### src/monitor_pkg.sv
/*
 * Constants, register map and carrier types for the port activity monitor.
 * Assumes an 8-bit special-function-register bus from the core and eight
 * monitor lines on one parallel port.
 */
// Notes on behaviour
// - Each monitor-enable bit selects its port line as a monitor input.
// - Port line levels stay readable always, whatever the enable bits hold.
// - Polarity zero selects falling edge (default); polarity one selects rising edge.
// - An active edge on an enabled line sets that line's flag bit.
// - Qualifier one: edge counts only with a host read or write strobe.
// - Qualifier zero (default): any active edge on that line counts.
// - Monitor interrupt gated by global enable; priority from matching priority bit.
// - With interrupts enabled, an active edge raises an interrupt; firmware reads flags.
// - Writing zero clears a flag bit; writing one leaves it unchanged.
// - Interrupt condition exists while a flag bit and its enable bit are set.
// - Qualifier, polarity and flag registers reset to all zeros.

package monitor_pkg;

   // ----------------------------------------------------------------
   // Geometry
   // ----------------------------------------------------------------
   localparam int LINES = 8;
   localparam int STROBES = 2;

   // ----------------------------------------------------------------
   // Register offsets on the SFR bus
   // ----------------------------------------------------------------
   localparam logic [7:0] ADDR_ENABLE    = 8'h92;
   localparam logic [7:0] ADDR_QUALIFIER = 8'h93;
   localparam logic [7:0] ADDR_POLARITY  = 8'h94;
   localparam logic [7:0] ADDR_FLAGS     = 8'h95;

   // ----------------------------------------------------------------
   // Reset values and unmapped read value
   // ----------------------------------------------------------------
   localparam logic [7:0] RESET_ENABLE    = 8'h00;
   localparam logic [7:0] RESET_QUALIFIER = 8'h00;
   localparam logic [7:0] RESET_POLARITY  = 8'h00;
   localparam logic [7:0] RESET_FLAGS     = 8'h00;
   localparam logic [7:0] READ_UNMAPPED   = 8'h00;

   // Idle level of chip selects and active-low strobes
   localparam logic [7:0] IDLE_LINES   = 8'hff;
   localparam logic [1:0] IDLE_STROBES = 2'h3;

   // ----------------------------------------------------------------
   // Carrier types
   // ----------------------------------------------------------------
   typedef struct packed {
      logic [7:0] addr;
      logic [7:0] wdata;
      logic       wr;
      logic       rd;
   } sfr_req_t;

   typedef struct packed {
      logic       read_hit;
      logic [7:0] rdata;
   } sfr_rsp_t;

   typedef struct packed {
      logic read_n;
      logic write_n;
   } host_strobe_t;

endpackage : monitor_pkg

### src/port_activity_monitor.sv
/*
 * Port activity monitor: eight chip-select watchers with programmable edge
 * polarity, optional host strobe qualification, sticky flags and a
 * maskable interrupt toward the core.
 * Assumes the core drives an 8-bit SFR request each cycle, supplies the
 * global interrupt enable and priority bits from its own registers, and
 * reads the port input path through port_level_out.
 */
`timescale 1ns/100ps
`default_nettype none

module port_activity_monitor (
   input  wire logic                    clock_in,
   input  wire logic                    rst_n_in,
   // SFR bus
   input  wire monitor_pkg::sfr_req_t   sfr_req_in,
   output monitor_pkg::sfr_rsp_t        sfr_rsp_out,
   // Monitored port lines and host strobes
   input  wire logic [7:0]              port_pin_in,
   input  wire monitor_pkg::host_strobe_t host_strobe_n_in,
   // Core interrupt controls
   input  wire logic                    monitor_irq_enable_in,
   input  wire logic                    monitor_irq_priority_in,
   // Outputs
   output logic      [7:0]              port_level_out,
   output logic      [7:0]              activity_pulse_out,
   output logic                         monitor_irq_out,
   output logic                         monitor_irq_high_out
);

   // ----------------------------------------------------------------
   // Declarations
   // ----------------------------------------------------------------
   localparam int SAMPLED = monitor_pkg::LINES + monitor_pkg::STROBES;
   localparam logic [SAMPLED-1:0] SAMPLE_IDLE =
      {monitor_pkg::IDLE_STROBES, monitor_pkg::IDLE_LINES};

   logic [7:0]         monitor_enable_q;
   logic [7:0]         monitor_qualifier_q;
   logic [7:0]         monitor_polarity_q;
   logic [7:0]         monitor_flags_q;
   logic [7:0]         monitor_flags_d;

   logic [SAMPLED-1:0] sample_raw;
   logic [SAMPLED-1:0] sample_level;
   logic [SAMPLED-1:0] sample_prev;

   logic [7:0]         line_level;
   logic [7:0]         line_prev;
   logic               host_read_strobe_n;
   logic               host_write_strobe_n;
   logic               strobe_valid;

   logic [7:0]         rise;
   logic [7:0]         fall;
   logic [7:0]         active_edge;
   logic [7:0]         qualified_edge;
   logic [7:0]         flag_set;
   logic [7:0]         flag_clear;

   logic               wr_enable;
   logic               wr_qualifier;
   logic               wr_polarity;
   logic               wr_flags;

   logic               read_hit;
   logic [7:0]         read_data;

   monitor_pkg::sfr_rsp_t sfr_rsp_q;
   logic [7:0]         port_level_q;
   logic [7:0]         activity_pulse_q;
   logic               monitor_irq_q;
   logic               monitor_irq_high_q;

   // ----------------------------------------------------------------
   // Input sampling
   // ----------------------------------------------------------------
   // Strobes share the sampler so they stay aligned with the lines.
   assign sample_raw = {host_strobe_n_in.read_n,
                        host_strobe_n_in.write_n,
                        port_pin_in};

   line_sampler #(
      .WIDTH      (SAMPLED),
      .IDLE_VALUE (SAMPLE_IDLE)
   ) u_sampler (
      .clock_in  (clock_in),
      .rst_n_in  (rst_n_in),
      .raw_in    (sample_raw),
      .level_out (sample_level),
      .prev_out  (sample_prev)
   );

   assign line_level          = sample_level[monitor_pkg::LINES-1:0];
   assign line_prev           = sample_prev[monitor_pkg::LINES-1:0];
   assign host_write_strobe_n = sample_level[monitor_pkg::LINES];
   assign host_read_strobe_n  = sample_level[monitor_pkg::LINES+1];

   // Either active-low strobe low counts as a valid host cycle
   assign strobe_valid = ~host_read_strobe_n | ~host_write_strobe_n;

   // ----------------------------------------------------------------
   // Per-line edge detection and qualification
   // ----------------------------------------------------------------
   genvar g;
   generate
      for (g = 0; g < monitor_pkg::LINES; g++) begin : g_line
         assign rise[g] = line_level[g] & ~line_prev[g];
         assign fall[g] = ~line_level[g] & line_prev[g];

         // Zero picks the falling edge, one the rising edge
         assign active_edge[g] = monitor_polarity_q[g] ? rise[g] : fall[g];

         // Qualifier off lets any active edge through
         assign qualified_edge[g] = active_edge[g] &
                                    (~monitor_qualifier_q[g] | strobe_valid);

         // Disabled lines never touch their flag
         assign flag_set[g] = qualified_edge[g] & monitor_enable_q[g];
      end
   endgenerate

   // ----------------------------------------------------------------
   // Write decode
   // ----------------------------------------------------------------
   assign wr_enable    = sfr_req_in.wr & (sfr_req_in.addr == monitor_pkg::ADDR_ENABLE);
   assign wr_qualifier = sfr_req_in.wr & (sfr_req_in.addr == monitor_pkg::ADDR_QUALIFIER);
   assign wr_polarity  = sfr_req_in.wr & (sfr_req_in.addr == monitor_pkg::ADDR_POLARITY);
   assign wr_flags     = sfr_req_in.wr & (sfr_req_in.addr == monitor_pkg::ADDR_FLAGS);

   // Zeros in the written byte clear, ones are ignored
   assign flag_clear = wr_flags ? ~sfr_req_in.wdata : 8'h00;

   // ----------------------------------------------------------------
   // Control registers
   // ----------------------------------------------------------------
   always_ff @(posedge clock_in) begin
      if (!rst_n_in) begin
         monitor_enable_q <= monitor_pkg::RESET_ENABLE;
      end else if (wr_enable) begin
         monitor_enable_q <= sfr_req_in.wdata;
      end
   end

   always_ff @(posedge clock_in) begin
      if (!rst_n_in) begin
         monitor_qualifier_q <= monitor_pkg::RESET_QUALIFIER;
      end else if (wr_qualifier) begin
         monitor_qualifier_q <= sfr_req_in.wdata;
      end
   end

   always_ff @(posedge clock_in) begin
      if (!rst_n_in) begin
         monitor_polarity_q <= monitor_pkg::RESET_POLARITY;
      end else if (wr_polarity) begin
         monitor_polarity_q <= sfr_req_in.wdata;
      end
   end

   // ----------------------------------------------------------------
   // Activity flags
   // ----------------------------------------------------------------
   // Set term is applied after the clear so a same-cycle edge survives.
   always_comb begin
      monitor_flags_d = (monitor_flags_q & ~flag_clear) | flag_set;
   end

   always_ff @(posedge clock_in) begin
      if (!rst_n_in) begin
         monitor_flags_q <= monitor_pkg::RESET_FLAGS;
      end else begin
         monitor_flags_q <= monitor_flags_d;
      end
   end

   // ----------------------------------------------------------------
   // Interrupt request
   // ----------------------------------------------------------------
   // Level request: stays up until firmware clears the flag or the enable.
   always_ff @(posedge clock_in) begin
      if (!rst_n_in) begin
         monitor_irq_q      <= 1'b0;
         monitor_irq_high_q <= 1'b0;
      end else begin
         monitor_irq_q      <= monitor_irq_enable_in &
                               (|(monitor_flags_q & monitor_enable_q));
         monitor_irq_high_q <= monitor_irq_priority_in;
      end
   end

   // ----------------------------------------------------------------
   // Read path
   // ----------------------------------------------------------------
   always_comb begin
      read_hit  = 1'b1;
      read_data = monitor_pkg::READ_UNMAPPED;
      case (sfr_req_in.addr)
         monitor_pkg::ADDR_ENABLE: begin
            read_data = monitor_enable_q;
         end
         monitor_pkg::ADDR_QUALIFIER: begin
            read_data = monitor_qualifier_q;
         end
         monitor_pkg::ADDR_POLARITY: begin
            read_data = monitor_polarity_q;
         end
         monitor_pkg::ADDR_FLAGS: begin
            read_data = monitor_flags_q;
         end
         default: begin
            read_hit  = 1'b0;
            read_data = monitor_pkg::READ_UNMAPPED;
         end
      endcase
   end

   // Answer appears the cycle after the read strobe and holds until the next
   always_ff @(posedge clock_in) begin
      if (!rst_n_in) begin
         sfr_rsp_q <= '0;
      end else if (sfr_req_in.rd) begin
         sfr_rsp_q.read_hit <= read_hit;
         sfr_rsp_q.rdata    <= read_data;
      end
   end

   // ----------------------------------------------------------------
   // Port level and activity observation
   // ----------------------------------------------------------------
   // Pin levels pass regardless of enable so the port input path works.
   always_ff @(posedge clock_in) begin
      if (!rst_n_in) begin
         port_level_q <= monitor_pkg::IDLE_LINES;
      end else begin
         port_level_q <= line_level;
      end
   end

   always_ff @(posedge clock_in) begin
      if (!rst_n_in) begin
         activity_pulse_q <= 8'h00;
      end else begin
         activity_pulse_q <= flag_set;
      end
   end

   // ----------------------------------------------------------------
   // Outputs
   // ----------------------------------------------------------------
   assign sfr_rsp_out          = sfr_rsp_q;
   assign port_level_out       = port_level_q;
   assign activity_pulse_out   = activity_pulse_q;
   assign monitor_irq_out      = monitor_irq_q;
   assign monitor_irq_high_out = monitor_irq_high_q;

endmodule : port_activity_monitor

`default_nettype wire

### src/line_sampler.sv
/*
 * Synchroniser for the monitor lines and host strobes, with one extra
 * stage holding the previous sample for edge detection.
 * Assumes inputs asynchronous to clock_in; reset is synchronous, active low.
 */
`timescale 1ns/100ps
`default_nettype none

module line_sampler #(
   parameter int                 WIDTH      = 10,
   parameter logic [WIDTH-1:0]   IDLE_VALUE = '1
) (
   input  wire logic             clock_in,
   input  wire logic             rst_n_in,
   input  wire logic [WIDTH-1:0] raw_in,
   output logic      [WIDTH-1:0] level_out,
   output logic      [WIDTH-1:0] prev_out
);

   // ----------------------------------------------------------------
   // Two-flop synchroniser plus history stage
   // ----------------------------------------------------------------
   // First stage feeds only the second; idle reset avoids a false edge.
   logic [WIDTH-1:0] meta_q;

   always_ff @(posedge clock_in) begin
      if (!rst_n_in) begin
         meta_q    <= IDLE_VALUE;
         level_out <= IDLE_VALUE;
         prev_out  <= IDLE_VALUE;
      end else begin
         meta_q    <= raw_in;
         level_out <= meta_q;
         prev_out  <= level_out;
      end
   end

endmodule : line_sampler

`default_nettype wire

### config.mk
export PLATFORM = sky130hd
export DESIGN_NAME = port_activity_monitor
export DESIGN_NICKNAME = d
export VERILOG_FILES = /design/src/monitor_pkg.sv /design/src/port_activity_monitor.sv /design/src/line_sampler.sv
export SDC_FILE = /design/constraint.sdc
export NUM_CORES = 1
export LEC_CHECK = 0
export CAP_MARGIN = 0
export CORE_MARGIN = 3
export CORE_UTILIZATION = 45
export DETAILED_ROUTE_END_ITERATION = 12
export DONT_BUFFER_PORTS = 1
export GPL_TIMING_DRIVEN = 0
export PLACE_DENSITY_LB_ADDON = 0.3
export SYNTH_ARGS = -nofsm -noshare
export SYNTH_HDL_FRONTEND = slang
export SYNTH_SLANG_ARGS = --single-unit
### constraint.sdc
create_clock -name clock_in -period 2 [get_ports clock_in]
set_clock_uncertainty 0.15 [all_clocks]
set_input_delay 0.2 -clock clock_in [delete_from_list [all_inputs] [get_ports clock_in]]
set_output_delay 0.2 -clock clock_in [all_outputs]
set_load 0.005 [all_outputs]
* Yosys cells after proc, flatten, opt, wreduce, memory -nomap -nowiden
Cells that the tools add are included.
Word-level totals: input bits 32, output and inout port bits 27, bits in registers 87
Operators by class: equality and inequality tests 4, muxes and demuxes 11, bitwise gates (word level) 77, reduce and logical (&&, ||, !) cells 2
Operator list (number):
- $and 1x1->1 | 37
- $eq 8x8->1 const B | 4
- $pmux 8 s4 | 1
- $not 1->1 | 26
- $and 8x8->8 | 2
- $not 8->8 | 2
- $mux 1 | 9
- $or 1x1->1 | 9
- $mux 8 | 1
- $or 8x8->8 | 1
- $reduce_or 8->1 | 1
- $reduce_or 4->1 | 1

* Logic depth before layout (Yosys ltp)
Gate-level depths: netlist of run 1.
word-level depth 6, mapped depth 5

* Modules after synthesis
From an unflattened synthesis of run 1, not the netlist that was laid out.
Second synthesis, totals: cell total of the unflattened synthesis 295, area, all modules 3266.9 um2
By module, submodules not included:
- port_activity_monitor | seq. area each 1181.1 um2, cells each 232, instances 1, area an instance 2456.1 um2
- line_sampler | seq. area each 600.6 um2, cells each 63, instances 1, area an instance 810.8 um2

* Least setup slack after synthesis of run 1
OpenSTA, ideal clock, no wires.
path kind input-to-reg, from in sfr_req_in[16] (netlist name), to reg monitor_flags_q[0], stages on the path 4, setup time 116 ps, arrival 1453 ps, required time 1734 ps, buffers on the path 1, slack 281 ps, path through or3b_4 -> buf_6 -> or4_1 -> a31o_1
Between the ends: cells in the longest elaborated chain, start to end 6
RTL lines:
- start, declared | RTL line port_activity_monitor.sv:16 | input wire monitor_pkg::sfr_req_t sfr_req_in,
- $eq 8x8->1 | RTL line port_activity_monitor.sv:129 | assign wr_flags = sfr_req_in.wr & (sfr_req_in.addr == monitor_pkg::ADDR_FLAGS);
- $and 1x1->1 | RTL line port_activity_monitor.sv:129
- $mux 8 | RTL line port_activity_monitor.sv:132 | assign flag_clear = wr_flags ? ~sfr_req_in.wdata : 8'h00;
- $not 8->8 | RTL line port_activity_monitor.sv:166 | monitor_flags_d = (monitor_flags_q & ~flag_clear) | flag_set;
- $and 8x8->8 | RTL line port_activity_monitor.sv:166
- $or 8x8->8 | RTL line port_activity_monitor.sv:166
- end signal, assigned | RTL line port_activity_monitor.sv:171 | monitor_flags_q <= monitor_pkg::RESET_FLAGS;
- end signal, assigned | RTL line port_activity_monitor.sv:173 | monitor_flags_q <= monitor_flags_d;
- end, declared | RTL line port_activity_monitor.sv:41 | logic [7:0] monitor_flags_q;
No other way between the ends. A chain may end at the register's enable or synchronous reset.

==> results of run 1 <==
==> sequential cells by signal (all words and copies together) (netlist names) <==
register,count
u_sampler.meta_q,10
monitor_irq_out,1
monitor_irq_high_out,1
sfr_rsp_out,9
monitor_polarity_q,8
monitor_qualifier_q,8
activity_pulse_out,8
monitor_enable_q,8
monitor_flags_q,8
port_level_out,8
u_sampler.level_out,10
==> per-stage QoR <==
| stage | power [uW] | setup slack, ns | cell area (um2) | setup TNS [ns] | hold slack [ns] |
|---|---|---|---|---|---|
| floorplan | 1730 | 0.281 | 3020 | 0 | 0.151 |
| global placement | 1770 | -0.0383 | 3120 | -0.261 | 0.152 |
| detailed placement | 1770 | -0.0441 | 3120 | -0.106 | 0.155 |
| CTS | 3190 | 0.315 | 3570 | 0 | 0.00107 |
| global route | 3270 | 0.0956 | 3570 | 0 | 0.0434 |
| finish | 3160 | 0.327 | 3570 | 0 | 0.0139 |
==> cell usage in the layout, fill, tap and decap left out, drive strengths merged, types with 4 or more instances in the layout <==
master	Yosys	final
o22ai	8	8
nand3b	8	8
dlygate4sd3	0	21
buf	6	6
mux2i	40	40
a31o	8	8
a22oi	4	4
or4	8	8
nand2	34	34
dfxtp	79	79
a221oi	8	8
nand2b	31	31
or3b	11	11
a22o	8	8
clkbuf	12	26
==> area by class of cell <==
cell class / instances / area (um2)
fillers: 574 / 2850
flip-flops and latches: 79 / 1580
multi-input cells: 179 / 1340
repair buffers: 21 / 210
clock buffers: 14 / 183
well taps: 77 / 96.3
plain buffers: 18 / 95.1
clock inverters: 2 / 60.1
inverters: 1 / 3.75
==> critical path, stage by stage <==
cell and delay [ns]:
clkbuf_1 0.39, clkbuf_1 0.39, clkbuf_1 0.46, nand2_1 0.19, mux2i_1 0.16
==> kinds of logic after synthesis <==
group,Yosys count,synth area share [%]
DFF,79,52.3
buffers and inverters,19,3.27
AOI/OAI and AO/OA,40,11.3
muxes,40,13.2
and+or+nand+nor,99,19.9
==> final timing paths <==
| path | startpoint | endpoint | slack [ns] |
|---|---|---|---|
| min | sfr_req_in[0] | sfr_rsp_out[8] | 0.01 |
| max | rst_n_in | monitor_qualifier_q[5] | 0.33 |
| max reg2reg | port_level_out[0] | monitor_flags_q[0] | 0.40 |
| min reg2reg | u_sampler.meta_q[2] | u_sampler.level_out[2] | 0.26 |
==> per-layer routing <==
| layer | routed length [um] | vias up |
|---|---|---|
| met5 | 0 | - |
| met3 | 518 | 8 |
| met4 | 107 | 0 |
| li1 | - | 1064 |
| met2 | 3100 | 73 |
| met1 | 3250 | 1059 |
==> power breakdown <==
group          total (uW)  internal (uW)  switching, uW
clock network        1390            840            548
registers            1610           1600           10.4
logic                 162           72.3           89.3
total                3160           2510            648
==> results_dict.tcl, run 1 <==
set metrics [dict create \
    cts.path.max_buffers 2 \
    drc_errors 0 \
    min_path_cells 3 \
    root_buffer "clkbuf_8" \
    hp-class "in -> reg" \
    synthArstFlopShare_pct 0 \
    synth_cell_type_count 28 \
    grt_use_met3_pct 6.40 \
    finalCritPeriodShare_pct 83.6 \
    required_ns 2.13 \
    grt.overflow.total 0 \
    slew_headroom_pct 57.4 \
    core_um2 6420 \
    dieArea_um2 7740 \
    cts.sinks 79 \
    arrival_ns 1.80 \
    synth_edf_count 0 \
    drv_slew 0 \
    synthTopCellsByArea "dfxtp_1, mux2i_1, nand2b_1" \
    cts.htree.levels 3 \
    synth_top_cell_area_share_pct 52.3 \
    busiest_layer "met2" \
    status "finished clean" \
    cts_tree "done" \
    drive_above_1_share_pct 10.5 \
    yosysSeqAreaShare_pct 52.3 \
    yosys_warnings 0 \
    setup_viol_count_final 0 \
    vias 2204 \
    ir_worst_vdd_v 0.000401 \
    use_met2_pct 29.1 \
    grt_use_met1_pct 24.9 \
    dpl.hpwl_mm 4.84 \
    synth_cells 277 \
    routed_wl_mm 6.97 \
    powerDensity_nw_per_um2 884 \
    dr.pass1.iters 4 \
    startpoint_type "primary input" \
    endpoint_kind "flop" \
    post_cts_buffers 0 \
    ys.flop_type "dfxtp_1" \
    maxCapViolCount 0 \
    worst_r2r_path_depth 3 \
    start_util_pct 47.1 \
    cts_buffers 9 \
    die_h_um 88.0 \
    worstSetupPathType "in -> reg" \
    die_w_um 88.0 \
    placedCellCount 354 \
    synth.top_cells.by_count "dfxtp_1, mux2i_1, nand2_1, nand2b_1, clkbuf_1" \
    fin_nets 341 \
    area_growth_pct 18.2 \
    antenna_cells 0 \
    post_drt_via_cell_ratio 5.64 \
    portBuffers 0 \
    wl_per_cell_um 17.8 \
    cts_resized 0 \
    period_needed_ns 1.67 \
    ant_nets 0 \
    rsz0062_at_grt "false" \
    grt_pass1_vias 2128 \
    synth_fp_nets 309 \
    fin_cells 391 \
    leakagePower_uw 0.00137 \
    grt_max_degree 13 \
    cp_max_fo 10 \
    postLayoutCoreUtil_pct 55.6 \
    first_iter_violations 94 \
    grt_antenna_before_repair 0 \
    path_clk_slew_ns 0.08 \
    gp_congestion 0.834 \
    core.rowCount 29 \
    yosys_register_bits 79 \
    grt_usage_pct 19.2 \
    yosysTopAreaCell "dfxtp_1" \
    avgSynthCellArea_um2 10.9 \
    insertion_delay_ns 0.35 \
    timing_hold_violations_final 0 \
    grt_pass1_wl_mm 11.0 \
    holdBufCountCts 21 \
    fmax_mhz 598 \
    num_io_pins 59 \
    synth.most_common_cell "dfxtp_1" \
    synthesis.area_um2 3020 \
    worst_pin_slew_ns 0.638 \
]
(Power assumes the default switching activity.)
==> inputs of run 2 (changes only) <==
Clock period 2 ns to 1.4 ns, I/O delays scaled along.
==> run 2 against run 1 <==
Utilization is 3.5 points higher. Power is 47% higher. Via count up 1.3%. Clock-buffer cell count down 3. Sequential share of layout area decreased by 2.1 points. Clock power rose by 51%. Cell count up 2.0%. Register-to-register slack lost 0.36 ns. Worst setup slack got worse by 0.29 ns. Die area unchanged. Largest power group unchanged. Highest routed layer unchanged.
==> results_dict.tcl, run 2 (synthesis results as in run 1) <==
set metrics [dict create \
    fillCellCount 537 \
    grt.overflow.total 0 \
    gp_congestion 0.834 \
    ant_nets 0 \
    worst_pin_slew_ns 0.589 \
    critical-path-slowest-cell "or3b_4" \
    ir_worst_vdd_v 0.000602 \
    portBuffers 0 \
    final_cell_mix "dfxtp_1, mux2i_1, nand2_1" \
    grt_pass1_wl_mm 11.3 \
    rsz0062_at_grt "true" \
    cts.path.max_buffers 2 \
    min_path_cells 3 \
    dpl.hpwl_mm 4.78 \
    timing_hold_violations_final 0 \
    wl_per_cell_um 18.3 \
    worstSetupPathType "reg -> reg" \
    cts_tree "done" \
    cts_buffers 9 \
    grt_antenna_before_repair 0 \
    grt_max_degree 14 \
    endpoint_kind "flop" \
    cp_num_buf_inv 0 \
    powerDensity_nw_per_um2 1230 \
    root_buffer "clkbuf_8" \
    netSwitchingPower_uw 977 \
    multiInputGateArea_um2 1460 \
    hp-class "in -> reg" \
    area_growth_pct 25.7 \
    start_util_pct 47.1 \
    grt_usage_pct 19.9 \
    required_ns 1.55 \
    drv_slew 0 \
    maxCapViolCount 0 \
    startpoint_type "flop" \
    sequentialPowerShare_pct 49.4 \
    post-place-ws_ns -0.567 \
    antenna_cells 0 \
    fin_tns_setup_ns 0 \
    slew_headroom_pct 60.7 \
    fin_nets 349 \
    timing.reg2reg.setup_slack_ns 0.04 \
    pwr-share-clk_pct 45.2 \
    vias 2232 \
    cp_max_fo 4 \
    fin_ws_ns 0.0401 \
    final_common_cell "dfxtp_1" \
    drive_above_1_share_pct 24.2 \
    dr.pass1.iters 4 \
    dieArea_um2 7740 \
    status "finished clean" \
    min_from "sfr_req_in[0]" \
    fmax_mhz 735 \
    slowest_delay_ns 0.41 \
    path_delay_family "compound AO/OA/AOI/OAI gates" \
    arrival_ns 1.51 \
    r2r-start "monitor_polarity_q[0]" \
    insertion_delay_ns 0.35 \
    worst_r2r_path_depth 3 \
    finalCritPeriodShare_pct 97.1 \
    postLayoutCoreUtil_pct 59.2 \
    die_h_um 88.0 \
    cts.htree.levels 3 \
    power_frac_comb_pct 5.5 \
    period_needed_ns 1.36 \
    core_um2 6420 \
    post_drt_via_cell_ratio 5.59 \
    path_cells "or3b_4, a221oi_4, a31o_1" \
    die_w_um 88.0 \
    holdWs_ns 0.0277 \
    num_io_pins 59 \
    fin_total_pwr_uw 4660 \
    first_iter_violations 127 \
    leakagePower_uw 0.00147 \
    grt_pass1_vias 2199 \
    reg2reg_to "monitor_flags_q[0]" \
    drc_errors 0 \
    core.rowCount 29 \
    regArea_um2 1600 \
    setup_viol_count_final 0 \
    path_clk_slew_ns 0.08 \
    routed_wl_mm 7.31 \
    cts.sinks 79 \
    switching_share_pct 21.0 \
    whs_endpoint "sfr_rsp_out[1]" \
    intPower_uw 3680 \
]
-- run 2: changes by cell type in the layout (fill, tap and decap cells not counted), moves of 9 or more --
cell,previous run,this run
clkbuf_2,0,9
clkbuf_1,13,1
buf_4,1,10
dfxtp_2,0,16
dfxtp_1,79,63
-- run 2: worst max path at each step --
stage	start	endpoint	slack, ns	cells past startpoint
detailed placement	rst_n_in	monitor_qualifier_q[6]	-0.57	5
global route	port_level_out[1]	monitor_flags_q[1]	-0.02	3
CTS	sfr_req_in[10]	monitor_flags_q[2]	0.002	4
global placement	rst_n_in	monitor_polarity_q[4]	-0.57	5
finish	monitor_polarity_q[0]	monitor_flags_q[0]	0.04	3
floorplan	sfr_req_in[13]	monitor_flags_q[0]	-0.22	4
-- run 2: what timing repair did --
action                                 CTS  global route
setup endpoints to repair               58            36
hold buffers                            21             0
buffers inserted                         7             2
gates cloned                             0             0
resized for setup                       34            19
endpoints found under the hold margin   45             0
pin swaps                                9             3
-- run 2: worst register-to-register path: cells and delay by family, from the launching register on --
| kind | cells | cell delay (ns) |
|---|---|---|
| AOI/OAI and AO/OA | 2 | 0.41 |
| and+or+nand+nor | 1 | 0.41 |
| DFF | 1 | 0.35 |
-- run 2: routing by layer --
layer,track usage [%],up-vias,wire length [um]
met4,8.79,0,144
met2,31.0,76,3350
met3,5.55,11,465
met1,25.7,1066,3350
li1,-,1079,-
met5,0,-,0
-- run 2: cell type report --
class	instances	share of cell area, %
Inverter	1	0.0988
Multi-Input combinational cell	179	38.5
Clock inverter	5	2.73
Clock buffer	11	3.98
Sequential cell	79	42.1
Buffer	17	2.73
Timing Repair Buffer	30	7.31
Tap cell	77	2.54
-- run 2: power groups by stage --
stage	clock, uW	sequential (uW)	combinational, uW
2_1_floorplan	0	2340	135
3_3_place_gp	0	2350	181
3_5_place_dp	0	2350	182
4_1_cts	2130	2300	246
5_1_grt	2230	2300	276
6_report	2100	2300	254
-- run 2: through the flow --
stage	instance area, um2	instances
2_1_floorplan	3030	277
5_1_grt	3800	399
3_3_place_gp	3120	354
6_report	3800	399
4_1_cts	3740	397
3_5_place_dp	3120	354
==> inputs of run 3 (changes only) <==
Clock period 1.4 ns to 1.3 ns, I/O delays scaled along.
==> run 3 against run 2 <==
The run now ends with setup timing left. Cell count is 0.25% lower. Combinational power grew 14%. Routed wire length up 7.3%. Clock-buffer cell count is the same. Power increased by 2.7%. Utilization rose by 0.27 points. Die area is the same. Register-to-register slack lost 0.10 ns. Sequential power rose by 7%. Sequential share of layout area decreased by 0.19 points. Critical path type unchanged.
==> results_dict.tcl, run 3 (synthesis results as in run 1) <==
set metrics [dict create \
    die_h_um 88.0 \
    slew_headroom_pct 60.2 \
    gp_congestion 0.784 \
    first_iter_violations 80 \
    fin_ws_ns -0.0621 \
    grt_pass1_wl_mm 12.0 \
    status "complete, but fails checks" \
    endpoint_kind "flop" \
    cp_max_fo 3 \
    dieArea_um2 7740 \
    setup_viol_count_final 8 \
    final_common_cell "dfxtp_1" \
    intPower_uw 3720 \
    post_drt_via_cell_ratio 5.76 \
    cts.sinks 79 \
    cp_num_buf_inv 0 \
    required_ns 1.45 \
    hp-class "in -> reg" \
    num_io_pins 59 \
    insertion_delay_ns 0.35 \
    reg2reg_to "monitor_flags_q[3]" \
    pwr-share-clk_pct 42.2 \
    holdWs_ns 0.00747 \
    path_cells "or3b_4, a221oi_4, a31o_1" \
    worstSetupPathType "reg -> reg" \
    routed_wl_mm 7.84 \
    arrival_ns 1.51 \
    switching_share_pct 22.3 \
    vias 2293 \
    worst_r2r_path_depth 3 \
    netSwitchingPower_uw 1060 \
    sequentialPowerShare_pct 51.7 \
    placedCellCount 354 \
    ant_nets 0 \
    cts.htree.levels 3 \
    maxCapViolCount 0 \
    root_buffer "clkbuf_8" \
    cts_tree "done" \
    startpoint_type "flop" \
    core.rowCount 29 \
    fmax_mhz 734 \
    powerDensity_nw_per_um2 1250 \
    core_um2 6420 \
    period_needed_ns 1.36 \
    fin_cells 398 \
    area_growth_pct 26.2 \
    power_frac_comb_pct 6.0 \
    portBuffers 0 \
    rsz0062_at_grt "true" \
    grt_max_degree 14 \
    path_delay_family "compound AO/OA/AOI/OAI gates" \
    fin_nets 348 \
    wl_per_cell_um 19.7 \
    dr.pass1.iters 4 \
    drive_above_1_share_pct 23.4 \
    r2r-start "port_level_out[3]" \
    die_w_um 88.0 \
    leakagePower_uw 0.00145 \
    grt_usage_pct 21.1 \
    final_cell_mix "dfxtp_1, mux2i_1, nand2_1" \
    start_util_pct 47.1 \
    finalCritPeriodShare_pct 105 \
    grt_antenna_before_repair 0 \
    path_clk_slew_ns 0.08 \
    drc_errors 0 \
    endpoint "monitor_flags_q[3]" \
    cp.depth 3 \
    grt.overflow.total 0 \
    critical-path-slowest-cell "or3b_4" \
    critPathLaunch "port_level_out[3]" \
    ir_worst_vdd_v 0.000867 \
    cts_buffers 9 \
    timing_hold_violations_final 0 \
    timing.reg2reg.setup_slack_ns -0.06 \
    antenna_cells 0 \
    drv_slew 0 \
    worst_pin_slew_ns 0.597 \
    grt_pass1_vias 2265 \
    cts.path.max_buffers 2 \
    dpl.hpwl_mm 4.82 \
    violations "setup timing" \
    slowest_delay_ns 0.39 \
]
## run 3: changes by cell type in the layout (fill, tap and decap cells not counted), sizes merged
cell      previous run  this run
clkinvlp             0         1
bufinv               3         2
buf                 16        15
## run 3: per-stage QoR
stage	total power (uW)	setup WS [ns]	TNS [ns]	utilization, %	cell area (um2)
floorplan	2670	-0.309	-8.68	-	3030
global placement	2730	-0.627	-25.36	48.6	3120
detailed placement	2730	-0.641	-25.70	48.6	3120
CTS	4800	-0.0455	-0.267	58.9	3780
global route	4930	-0.103	-0.659	59.4	3820
finish	4780	-0.0621	-0.279	59.4	3820
## run 3: worst min path at each step
stage / cells after the start / from / slack (ns) / endpoint
floorplan: 1 / port_pin_in[0] / 0.08 / u_sampler.meta_q[0]
global placement: 1 / host_strobe_n_in[1] / 0.08 / u_sampler.meta_q[9]
detailed placement: 1 / host_strobe_n_in[1] / 0.09 / u_sampler.meta_q[9]
CTS: 3 / sfr_req_in[0] / 0.02 / sfr_rsp_out[0]
global route: 3 / sfr_req_in[0] / 0.04 / sfr_rsp_out[7]
finish: 3 / sfr_req_in[0] / 0.007 / sfr_rsp_out[7]
## run 3: worst reg2reg max path: cells and delay by family, from the launching register on
family           cells  cell delay (ns)
AO/OA/AOI/OAI        2             0.42
flip-flops           1             0.35
AND/OR/NAND/NOR      1             0.39
## run 3: layer usage
| layer | vias to the layer above | global-route usage (%) | part of all wire (%) |
|---|---|---|---|
| met5 | - | 0 | 0 |
| met4 | 0 | 9.34 | 1.8 |
| met3 | 10 | 4.42 | 7.5 |
| met2 | 85 | 34.9 | 47 |
| met1 | 1122 | 26.3 | 43 |
| li1 | 1076 | - | - |
## run 3: area by class of cell
| cell class | count | area, um2 |
|---|---|---|
| buffer | 16 | 97.6 |
| fill | 534 | 2610 |
| sequential | 79 | 1600 |
| multi-input combinational | 179 | 1520 |
| tap | 77 | 96.3 |
| clock buffer | 11 | 141 |
| clock inverter | 5 | 81.3 |
| timing repair buffer | 30 | 278 |
| inverter | 1 | 3.75 |
## run 3: power by group through the flow
stage,Sequential (uW),Combinational [uW],Clock (uW)
after global routing,2480,309,2140
final,2470,289,2020
after global placement,2530,199,0
after detailed placement,2530,201,0
after CTS,2470,282,2040
after floorplan,2520,146,0
## run 3: what timing repair did
item	in CTS	in global routing
hold buffers	21	0
endpoints found under the hold margin	45	0
cloned	0	0
gates resized for setup	45	6
buffers inserted	8	1
pin swaps	10	2
setup endpoints to repair	49	35
